`src/rtl/bcwd_defs.vh`:
```
// bcwd_defs.vh: offsets, field positions, reset values and timing for the bus cycle wait/delay control
// assumes byte-addressed apb with one aligned word per register
`ifndef BCWD_DEFS_VH
`define BCWD_DEFS_VH
// register indexes as printed; byte address is four times the index
`define BCWD_IDX_MMWAIT2     8'h50
`define BCWD_IDX_CMDDELAY    8'h60
`define BCWD_IDX_IOWAIT      8'h61
`define BCWD_IDX_MMWAIT1     8'h62
`define BCWD_IDX_WAITCTL     8'h63
`define BCWD_IDX_MISC5       8'hb3
`define BCWD_IDX_ROMCFG3     8'hb8
`define BCWD_IDX_STATUS      8'hc0
`define BCWD_RST_REG         8'h00
// misc_config_five fields
`define BCWD_M5_BIOS_DEC     2
`define BCWD_M5_BIOS_FAST    6
`define BCWD_M5_BIOS_WS_LO   4
// rom_config_three fields
`define BCWD_R3_DOS_DEC      4
`define BCWD_R3_DOS_FAST     7
`define BCWD_R3_DOS_WS_LO    5
// command_delay_control fields
`define BCWD_CD_HALF         2
`define BCWD_CD_IO_LO        0
`define BCWD_CD_BIOS_A       7
`define BCWD_CD_BIOS_B       4
// cycle type codes
`define BCWD_CY_MEM8_ISA     4'h0
`define BCWD_CY_MEM8_CARD    4'h1
`define BCWD_CY_MEM8_DOS     4'h2
`define BCWD_CY_MEM8_BIOS    4'h3
`define BCWD_CY_MEM8_BIOSW   4'h4
`define BCWD_CY_MEM16        4'h5
`define BCWD_CY_IO8_INT      4'h6
`define BCWD_CY_IO8_EXT      4'h7
`define BCWD_CY_IO16         4'h8
// slow clock period in fast clock cycles; 200 MHz / 9.2 MHz rounds down to 21
`define BCWD_CLK_MHZ         200
`define BCWD_SLOW_KHZ        9200
`define BCWD_SLOW_DIV        ((`BCWD_CLK_MHZ * 1000) / `BCWD_SLOW_KHZ)
`endif

```
`src/rtl/bcwd_ctrl.v`:
```
// bcwd_ctrl.v: wait-state and command-delay sequencer for external rom, card, bus memory and i/o cycles
// assumes a single 200 MHz clk; the bus clock is produced here as half-cycle ticks from clk
//
// What this block does
// - rom selects are gated by memory read or write command by default.
// - misc_config_five bit 2 set makes bios select a pure address decode.
// - rom_config_three bit 4 set makes dos select a pure address decode.
// - with cpu clock stopped both rom selects are forced high.
// - command delay shortens the command; cycle end stays at wait-state time.
// - 8-bit bus memory delay is 1 or 0.5 clock by command_delay_control bit 2.
// - 8-bit card and dos rom delay 0, 0.5 or 1 by 60h bit 2 and 50h bits.
// - fixed delay 0.5 for bios, internal i/o, 16-bit i/o; 0 for 16-bit memory.
// - 8-bit external i/o delay 0.5, 1 or 2 by 60h bits 1:0.
// - each wait state holds the command one more bus clock.
// - 8-bit bus memory and window bios take 2 to 5 waits from 62h bits 1:0.
// - 8-bit card and dos rom take 1 to 4 waits or bus setting from 50h.
// - non-window 8-bit bios takes 2 or 3 waits by 60h bits 7 and 4.
// - 16-bit memory other than a fast rom cycle takes 1 to 4 waits from 62h bits 3:2.
// - internal 8-bit i/o 2 or 4 waits by 63h bit 3; 16-bit i/o 3 or 4 by bit 2.
// - 8-bit external i/o waits 2 to 5 from 61h per floppy, drive and other ranges.
// - either rom select may run at the fast cpu clock rate.
// - misc_config_five bit 6 enables fast bios cycles; cleared by reset.
// - fast bios waits from misc_config_five bits 5:4: 4,3,2,1.
// - in full expansion bus mode no latch enable for fast bios cycles.
// - rom_config_three bit 7 enables fast dos cycles; cleared by reset.
// - fast dos waits from rom_config_three bits 6:5: 4,3,2,1.
`timescale 1ns/1ps
`default_nettype none
`include "bcwd_defs.vh"

module bcwd_ctrl #(
   parameter integer SLOW_DIV = `BCWD_SLOW_DIV   // clk cycles per bus clock period
) (
   input  wire        clk,            // 200 MHz clock
   input  wire        reset,          // synchronous, active high
   input  wire        psel,           // apb select
   input  wire        penable,        // apb access phase
   input  wire        pwrite,         // apb direction
   input  wire [11:0] paddr,          // apb byte address
   input  wire [31:0] pwdata,         // apb write data
   output reg  [31:0] prdata,         // apb read data
   output reg         pready,         // apb ready
   output reg         pslverr,        // apb error on unmapped address
   input  wire        cycStart,       // pulse: start an external cycle
   input  wire        cycWrite,       // cycle is a write
   input  wire        cycIo,          // cycle is i/o
   input  wire        cycWide,        // cycle is 16-bit
   input  wire        cycBiosRom,     // bios rom decode hit
   input  wire        cycDosRom,      // dos rom decode hit
   input  wire        cycCard,        // card memory window hit
   input  wire        cycWindow,      // bios reached through mapped_memory_window
   input  wire [15:0] cycAddr,        // i/o address
   input  wire        cpuClockStopped, // cpu clock stopped
   input  wire        fullExpansionBusMode, // full_expansion_bus_mode
   output reg         systemBusClock, // divided bus clock out
   output reg         addrLatchEnable, // address latch enable
   output reg         memRdCmdN,      // memory read command, low active
   output reg         memWrCmdN,      // memory write command, low active
   output reg         ioRdCmdN,       // i/o read command, low active
   output reg         ioWrCmdN,       // i/o write command, low active
   output reg         biosRomSelectN, // bios_rom_select, low active
   output reg         dosRomSelectN,  // dos_rom_select, low active
   output reg         cycDone         // pulse: cycle finished
);

   localparam integer HALF = (SLOW_DIV / 2 < 1) ? 1 : SLOW_DIV / 2;
   localparam [1:0] ST_IDLE = 2'd0;
   localparam [1:0] ST_ADDR = 2'd1;
   localparam [1:0] ST_CMD  = 2'd2;
   localparam [1:0] ST_END  = 2'd3;

   reg  [7:0]  mmWait2_q, cmdDelay_q, ioWait_q, mmWait1_q, waitCtl_q, misc5_q, romCfg3_q;
   reg  [15:0] divCnt_q;
   reg  [1:0]  state_q;
   reg  [4:0]  dlyCnt_q;    // delay in half bus clocks
   reg  [4:0]  runCnt_q;    // total half bus clocks from address to command end
   reg  [4:0]  dlyHalf_d;
   reg  [4:0]  runHalf_d;
   reg  [3:0]  cyType_q;
   reg         cyWrite_q, cyIo_q, cyBios_q, cyDos_q, cyFast_q;
   reg         cmdOn_q;
   wire [7:0]  regIdx = paddr[9:2];
   wire        halfTick;
   wire        apbAcc = psel & penable & ~pready;

   // a fast rom cycle steps at the cpu rate, one half clock per clk
   assign halfTick = cyFast_q | (divCnt_q == HALF[15:0] - 16'd1);

   // decode of printed waits from a two-bit field with given base
   function [2:0] ws2;
      input [1:0] f;
      input [2:0] base;
      begin
         ws2 = base + {1'b0, f};
      end
   endfunction

   // fast rom wait encoding 00->4 .. 11->1
   function [2:0] wsFast;
      input [1:0] f;
      begin
         wsFast = 3'd4 - {1'b0, f};
      end
   endfunction

   function [3:0] classify;
      input io;
      input wide;
      input bios;
      input dos;
      input card;
      input win;
      input [15:0] a;
      begin
         if (io)
            classify = wide ? `BCWD_CY_IO16 : (a < 16'h0100 ? `BCWD_CY_IO8_INT : `BCWD_CY_IO8_EXT);
         else if (wide)
            classify = `BCWD_CY_MEM16;
         else if (dos)
            classify = `BCWD_CY_MEM8_DOS;
         else if (bios)
            classify = win ? `BCWD_CY_MEM8_BIOSW : `BCWD_CY_MEM8_BIOS;
         else if (card)
            classify = `BCWD_CY_MEM8_CARD;
         else
            classify = `BCWD_CY_MEM8_ISA;
      end
   endfunction

   // delay and wait count for the cycle being started, in half bus clocks
   reg [3:0] ty;
   reg [2:0] ws;
   reg [2:0] dsel;
   always @* begin
      ty = classify(cycIo, cycWide, cycBiosRom, cycDosRom, cycCard, cycWindow, cycAddr);
      ws = 3'd1;
      dsel = 3'd1;
      case (ty)
         `BCWD_CY_MEM8_ISA: begin
            ws = ws2(mmWait1_q[1:0], 3'd2);
            dsel = cmdDelay_q[`BCWD_CD_HALF] ? 3'd1 : 3'd2;
         end
         `BCWD_CY_MEM8_BIOSW: begin
            ws = ws2(mmWait1_q[1:0], 3'd2);
            dsel = 3'd1;
         end
         `BCWD_CY_MEM8_BIOS: begin
            ws = (cmdDelay_q[`BCWD_CD_BIOS_A] | cmdDelay_q[`BCWD_CD_BIOS_B]) ? 3'd3 : 3'd2;
            dsel = 3'd1;
         end
         `BCWD_CY_MEM8_CARD: begin
            ws = mmWait2_q[5:3] > 3'd3 ? ws2(mmWait1_q[1:0], 3'd2) : mmWait2_q[5:3] + 3'd1;
            dsel = mmWait2_q[7] ? 3'd0 : (mmWait2_q[5] | cmdDelay_q[`BCWD_CD_HALF]) ? 3'd1 : 3'd2;
         end
         `BCWD_CY_MEM8_DOS: begin
            ws = mmWait2_q[2:0] > 3'd3 ? ws2(mmWait1_q[1:0], 3'd2) : mmWait2_q[2:0] + 3'd1;
            dsel = mmWait2_q[6] ? 3'd0 : (mmWait2_q[2] | cmdDelay_q[`BCWD_CD_HALF]) ? 3'd1 : 3'd2;
         end
         `BCWD_CY_MEM16: begin
            ws = ws2(mmWait1_q[3:2], 3'd1);
            dsel = 3'd0;
         end
         `BCWD_CY_IO8_INT: begin
            ws = waitCtl_q[3] ? 3'd4 : 3'd2;
            dsel = 3'd1;
         end
         `BCWD_CY_IO8_EXT: begin
            if (cycAddr[15:3] == 13'h007e)
               ws = ws2(ioWait_q[1:0], 3'd2);
            else if (cycAddr[15:3] == 13'h003e)
               ws = ws2(ioWait_q[3:2], 3'd2);
            else
               ws = ws2(ioWait_q[5:4], 3'd2);
            case (cmdDelay_q[1:0])
               2'b00:   dsel = 3'd1;
               2'b01:   dsel = 3'd2;
               default: dsel = 3'd4;
            endcase
         end
         `BCWD_CY_IO16: begin
            ws = waitCtl_q[2] ? 3'd4 : 3'd3;
            dsel = 3'd1;
         end
         default: begin
            ws = 3'd1;
            dsel = 3'd0;
         end
      endcase
      if (!cycIo && !cycWide && cycBiosRom && misc5_q[`BCWD_M5_BIOS_FAST])
         ws = wsFast(misc5_q[5:4]);
      else if (!cycIo && cycDosRom && romCfg3_q[`BCWD_R3_DOS_FAST])
         ws = wsFast(romCfg3_q[6:5]);
      if (!cycIo && cycBiosRom && misc5_q[`BCWD_M5_BIOS_FAST])
         ws = wsFast(misc5_q[5:4]);
      dlyHalf_d = {2'b00, dsel};
      // base command length two bus clocks plus one per wait state
      runHalf_d = 5'd4 + {1'b0, ws, 1'b0};
   end

   // apb slave, one wait cycle; registers at index*4
   always @(posedge clk) begin
      if (reset) begin
         pready <= 1'b0;
         pslverr <= 1'b0;
         prdata <= 32'h00000000;
         mmWait2_q <= `BCWD_RST_REG;
         cmdDelay_q <= `BCWD_RST_REG;
         ioWait_q <= `BCWD_RST_REG;
         mmWait1_q <= `BCWD_RST_REG;
         waitCtl_q <= `BCWD_RST_REG;
         misc5_q <= `BCWD_RST_REG;
         romCfg3_q <= `BCWD_RST_REG;
      end else begin
         pready <= apbAcc;
         pslverr <= 1'b0;
         if (apbAcc) begin
            prdata <= 32'h00000000;
            case (regIdx)
               `BCWD_IDX_MMWAIT2:  if (pwrite) mmWait2_q <= pwdata[7:0];  else prdata[7:0] <= mmWait2_q;
               `BCWD_IDX_CMDDELAY: if (pwrite) cmdDelay_q <= pwdata[7:0]; else prdata[7:0] <= cmdDelay_q;
               `BCWD_IDX_IOWAIT:   if (pwrite) ioWait_q <= pwdata[7:0];   else prdata[7:0] <= ioWait_q;
               `BCWD_IDX_MMWAIT1:  if (pwrite) mmWait1_q <= pwdata[7:0];  else prdata[7:0] <= mmWait1_q;
               `BCWD_IDX_WAITCTL:  if (pwrite) waitCtl_q <= pwdata[7:0];  else prdata[7:0] <= waitCtl_q;
               `BCWD_IDX_MISC5:    if (pwrite) misc5_q <= pwdata[7:0];    else prdata[7:0] <= misc5_q;
               `BCWD_IDX_ROMCFG3:  if (pwrite) romCfg3_q <= pwdata[7:0];  else prdata[7:0] <= romCfg3_q;
               `BCWD_IDX_STATUS:   prdata[7:0] <= {cmdOn_q, cyFast_q, state_q, cyType_q};
               default:            pslverr <= 1'b1;
            endcase
            if (paddr[11:10] != 2'b00 || paddr[1:0] != 2'b00)
               pslverr <= 1'b1;
         end
      end
   end

   // bus clock divider; free-running, while a fast cycle steps on every clk instead
   always @(posedge clk) begin
      if (reset) begin
         divCnt_q <= 16'h0000;
         systemBusClock <= 1'b0;
      end else if (divCnt_q == HALF[15:0] - 16'd1) begin
         divCnt_q <= 16'h0000;
         systemBusClock <= ~systemBusClock;
      end else begin
         divCnt_q <= divCnt_q + 16'h0001;
      end
   end

   // cycle sequencer in half bus clock steps so half delays land on the opposite edge
   always @(posedge clk) begin
      if (reset) begin
         state_q <= ST_IDLE;
         dlyCnt_q <= 5'h00;
         runCnt_q <= 5'h00;
         cyType_q <= 4'h0;
         cyWrite_q <= 1'b0;
         cyIo_q <= 1'b0;
         cyBios_q <= 1'b0;
         cyDos_q <= 1'b0;
         cyFast_q <= 1'b0;
         cmdOn_q <= 1'b0;
         cycDone <= 1'b0;
         addrLatchEnable <= 1'b0;
      end else begin
         cycDone <= 1'b0;
         case (state_q)
            ST_IDLE: begin
               if (cycStart) begin
                  cyType_q <= ty;
                  cyWrite_q <= cycWrite;
                  cyIo_q <= cycIo;
                  cyBios_q <= cycBiosRom & ~cycIo;
                  cyDos_q <= cycDosRom & ~cycIo;
                  cyFast_q <= ~cycIo & ((cycBiosRom & misc5_q[`BCWD_M5_BIOS_FAST]) |
                              (cycDosRom & romCfg3_q[`BCWD_R3_DOS_FAST]));
                  dlyCnt_q <= dlyHalf_d;
                  runCnt_q <= runHalf_d;
                  // latch enable suppressed for fast bios cycles in full bus mode
                  addrLatchEnable <= ~(fullExpansionBusMode & ~cycIo & cycBiosRom &
                                     misc5_q[`BCWD_M5_BIOS_FAST]);
                  state_q <= ST_ADDR;
               end
            end
            ST_ADDR: begin
               if (halfTick) begin
                  addrLatchEnable <= 1'b0;
                  runCnt_q <= runCnt_q - 5'd1;
                  if (dlyCnt_q <= 5'd1) begin
                     cmdOn_q <= 1'b1;
                     state_q <= ST_CMD;
                  end else begin
                     dlyCnt_q <= dlyCnt_q - 5'd1;
                  end
               end else if (dlyCnt_q == 5'd0) begin
                  addrLatchEnable <= 1'b0;
                  cmdOn_q <= 1'b1;
                  state_q <= ST_CMD;
               end
            end
            ST_CMD: begin
               // end point counted from the address phase, not from command start
               if (halfTick) begin
                  if (runCnt_q <= 5'd1) begin
                     cmdOn_q <= 1'b0;
                     state_q <= ST_END;
                  end else begin
                     runCnt_q <= runCnt_q - 5'd1;
                  end
               end
            end
            ST_END: begin
               cycDone <= 1'b1;
               cyFast_q <= 1'b0;
               state_q <= ST_IDLE;
            end
            default: state_q <= ST_IDLE;
         endcase
      end
   end

   // command and select outputs straight from flops
   always @(posedge clk) begin
      if (reset) begin
         memRdCmdN <= 1'b1;
         memWrCmdN <= 1'b1;
         ioRdCmdN <= 1'b1;
         ioWrCmdN <= 1'b1;
         biosRomSelectN <= 1'b1;
         dosRomSelectN <= 1'b1;
      end else begin
         memRdCmdN <= ~(cmdOn_q & ~cyIo_q & ~cyWrite_q);
         memWrCmdN <= ~(cmdOn_q & ~cyIo_q & cyWrite_q);
         ioRdCmdN <= ~(cmdOn_q & cyIo_q & ~cyWrite_q);
         ioWrCmdN <= ~(cmdOn_q & cyIo_q & cyWrite_q);
         if (cpuClockStopped) begin
            biosRomSelectN <= 1'b1;
            dosRomSelectN <= 1'b1;
         end else begin
            biosRomSelectN <= ~(cyBios_q & (state_q != ST_IDLE) &
                              (misc5_q[`BCWD_M5_BIOS_DEC] | cmdOn_q));
            dosRomSelectN <= ~(cyDos_q & (state_q != ST_IDLE) &
                             (romCfg3_q[`BCWD_R3_DOS_DEC] | cmdOn_q));
         end
      end
   end

endmodule // bcwd_ctrl
`default_nettype wire

```
`config.mk`:
```
export PLATFORM = sky130hd
export DESIGN_NAME = bcwd_ctrl
export DESIGN_NICKNAME = d
export VERILOG_FILES = /design/src/rtl/bcwd_ctrl.v
export VERILOG_INCLUDE_DIRS = /design/src /design/src/rtl
export SDC_FILE = /design/constraint.sdc
export NUM_CORES = 1
export LEC_CHECK = 0
export BUFFER_PORTS_ARGS = -buffer_cell sky130_fd_sc_hd__buf_2
export CAP_MARGIN = 20
export CORE_MARGIN = 2
export CORE_UTILIZATION = 45
export DETAILED_ROUTE_END_ITERATION = 8
export PLACE_DENSITY = 0.67
export SYNTH_ARGS = -nofsm -noshare
export SYNTH_HDL_FRONTEND = slang
export SYNTH_SLANG_ARGS = --single-unit
```
`constraint.sdc`:
```
create_clock -name clk -period 2.5 [get_ports clk]
set_input_delay 0.125 -clock clk [delete_from_list [all_inputs] [get_ports clk]]
set_output_delay 0.125 -clock clk [all_outputs]
set_load 0.03 [all_outputs]
```
==> results.toml <==
[run_status]
outcome = "finished, final reports clean"

[clocking]
clkSlewWorstSetupHoldPaths_ns = 0.05
cts_buffers = 17
cts_buffer_depth = 2
worstSkewPairLatency_ns = 0.41
cts_tree = "built"
cts_root_buffer = "clkbuf_16"
cts.sinks = 113
htreeDepth = 4

[route]
dr_total_vias = 5667
wl_per_cell_um = 17.2
viasPerCell = 5.68
drt-total-wl_mm = 17.2
dr.pass1.iters = 6
drc_errors = 0
drt_iter0_drc = 454
drtAntennaViolNets = 0

[sta]
max_freq_mhz = 414
setup_viol = 0
tns_ns = 0
slew_headroom_pct = 60.0
fin_crit_sh_pct = 96.6
rsz0062_at_grt = "true"
hold_violations = 0
min_period_ns = 2.42
worst_slew_pin_slew_ns = 0.600
slew_violations = 0
fin_worst_skew_ns = 0.00649

[finish]
antennaDiodeCount = 0
nets = 903
final_common_cell = "nor2_1"
finalNonFillerCells = 997
drive_gt1_share_pct = 19.5
synthToLayoutAreaGrowth_pct = 20.4
mostFrequentLayoutCells = "114 x nor2_1, 110 x dfxtp_1, 66 x buf_2, 59 x mux2i_1, 56 x nand2_1"
nFillCells = 1220

[placement]
routabilityCongestion = 0.919
portBuffers = 66
dp_hpwl_mm = 12.7
place_inst = 960

[global_routing]
grt_pass1_wl_mm = 27.7
first_global_vias = 5458
grt_antenna_before_repair = 0
grt_usage_pct = 24.0
grt_overflow = 0
grt_max_degree = 49

[floorplan]
die_w_um = 121
ios = 118
initial_utilization_pct = 46.4
fp.dieArea_sq_um = 14700
fp.coreArea_sq_um = 13300
die_h_um = 121
rows = 42

[power_and_ir_drop]
sequentialPowerShare_pct = 34.5
clkPwrFrac_pct = 41.3
internal_power_mw = 4.09
swShare_pct = 31.0
p_sw_mw = 1.84
peakVddDrop_uv = 508
combPwrFrac_pct = 24.2
power_density_nw_per_um2 = 800
leakagePower_nw = 2.90

[yosys]
netlist_instances = 723
synthFlopType = "dfxtp_1"
ys_warn_count = 0
ys_seq_elements = 113
synth_cell_type_count = 80
syn-mean-instance-area_sq_um = 8.53
synth_area_sq_um = 6170
synthArstFlopShare_pct = 0
ys_seq_area_share_pct = 36.7
synth_edf_count = 0

[setup_path]
crit_arrival_ns = 2.71
required_ns = 2.80
crit_type = "reg -> reg"
start_kind = "register"
cp-end-kind = "register"
crit_path_max_fanout = 3

[run]
drv_cap = 0

[worst_hold_path]
hold_path_class = "in -> reg"
## path summary, 6_finish.rpt
| kind | startpoint | end | slack [ns] | depth (start not counted) |
|---|---|---|---|---|
| worst max-delay path | mmWait1_q[3]$_SDFFE_PP0P_ | runCnt_q[3]$_SDFFE_PP0P_ | 0.08 | 10 |
| worst min-delay path | pwdata[7] | cmdDelay_q[7]$_SDFFE_PP0P_ | 0.03 | 3 |
| worst max register to register | mmWait1_q[3]$_SDFFE_PP0P_ | runCnt_q[3]$_SDFFE_PP0P_ | 0.08 | 10 |
| worst min register to register | cyDos_q$_SDFFE_PP0P_ | dosRomSelectN$_SDFF_PP1_ | 0.42 | 1 |
## critical path, stage by stage (launching register included)
cell and delay, ns:
dfxtp_2 0.34, ha_4 0.23, a222oi_1 0.36, a21oi_1 0.11, nor4_1 0.27, nand4_1 0.16
o221a_2 0.18, ha_4 0.24, nor3b_4 0.15, a221oi_2 0.20, nor2_1 0.07
## synth_stat cells (4+ instances only)
| cell type | number | area (sq um) |
|---|---|---|
| nand3_1 | 18 | 90.1 |
| nand4_1 | 7 | 43.8 |
| nand2b_1 | 5 | 31.3 |
| or3_1 | 5 | 31.3 |
| a22o_1 | 5 | 43.8 |
| mux2i_1 | 59 | 591 |
| a21o_1 | 4 | 30.0 |
| a31oi_1 | 8 | 50.1 |
| nor2b_1 | 7 | 43.8 |
| o211ai_1 | 4 | 30.0 |
| dfxtp_1 | 113 | 2260 |
| and3_1 | 7 | 43.8 |
| nor3b_1 | 7 | 52.6 |
| nor2_1 | 114 | 428 |
| buf_4 | 25 | 188 |
| buf_2 | 7 | 35.0 |
| nor3_1 | 18 | 90.1 |
| a22oi_1 | 4 | 30.0 |
| a21oi_1 | 35 | 175 |
| o21ai_0 | 22 | 110 |
| nor4_1 | 9 | 56.3 |
| nand2_1 | 56 | 210 |
| xnor2_1 | 6 | 52.6 |
| xor2_1 | 9 | 78.8 |
| inv_1 | 21 | 78.8 |
| ha_1 | 19 | 238 |
| a222oi_1 | 6 | 60.1 |
| clkbuf_1 | 22 | 82.6 |
| and2_1 | 7 | 43.8 |
| a211oi_1 | 14 | 105 |
## per-stage QoR
step / instance area [sq um] / setup slack (ns) / power [mW] / hold slack (ns) / util (%)
CTS: 7350 / 0.0000671 / 5.89 / 0.0283 / 55.3
global placement: 6700 / 0.0288 / 3.39 / 0.371 / 50.4
detailed placement: 6700 / 0.0181 / 3.44 / 0.376 / 50.4
finish: 7420 / 0.0850 / 5.93 / 0.0336 / 55.8
floorplan: 6250 / 0.122 / 3.10 / 0.261 / -
global route: 7420 / -0.0313 / 6.21 / 0.0501 / 55.8
## power groups by stage
stage	registers (mW)	clock network (mW)	logic, mW
global route	2.06	2.56	1.59
finish	2.05	2.45	1.44
CTS	2.04	2.47	1.37
global placement	2.07	0	1.32
detailed placement	2.08	0	1.36
floorplan	2.08	0	1.02
## cells by family (layout without fill, tap and decap cells)
kind of cell,Yosys count,in the layout,synth area share [%]
buffers and inverters,78,153,6.41
adders and majority gates,19,19,3.86
DFF,113,113,36.7
other,1,24,0.0608
muxes,64,64,10.9
xor gates and xnor gates,15,15,2.13
and+or+nand+nor,291,291,23.7
AOI/OAI and AO/OA,142,142,16.2
## area by class of cell
class	instances	area, sq um	share of cell area (%)
clock buffers	22	474	6.39
clock inverters	9	131	1.77
inverters	22	82.6	1.11
multi-input cells	555	3650	49.2
flip-flops and latches	113	2270	30.6
well taps	176	220	2.97
repair buffers	100	596	8.02
## sequential cells by signal (all words and copies together) (netlist names), 2 cells and up
name        cells
cmdDelay_q      8
cyType_q        4
divCnt_q       16
dlyCnt_q        5
ioWait_q        8
misc5_q         8
mmWait1_q       8
mmWait2_q       8
prdata          8
romCfg3_q       8
runCnt_q        5
state_q         2
waitCtl_q       8
## metal layers
metal	global-route usage, %	wire [um]
met5	0	0
met4	11.0	588
met3	5.59	989
met2	38.4	8090
met1	30.7	7500
## repair_timing
| item | 4_1_cts | 5_1_grt |
|---|---|---|
| hold buffers | 4 | 0 |
| setup endpoints to repair | 0 | 1 |
| endpoints found under the hold margin | 4 | 0 |
| buffers inserted | 0 | 2 |
| gates resized for setup | 0 | 13 |
Power figures use the tool's default switching activity.
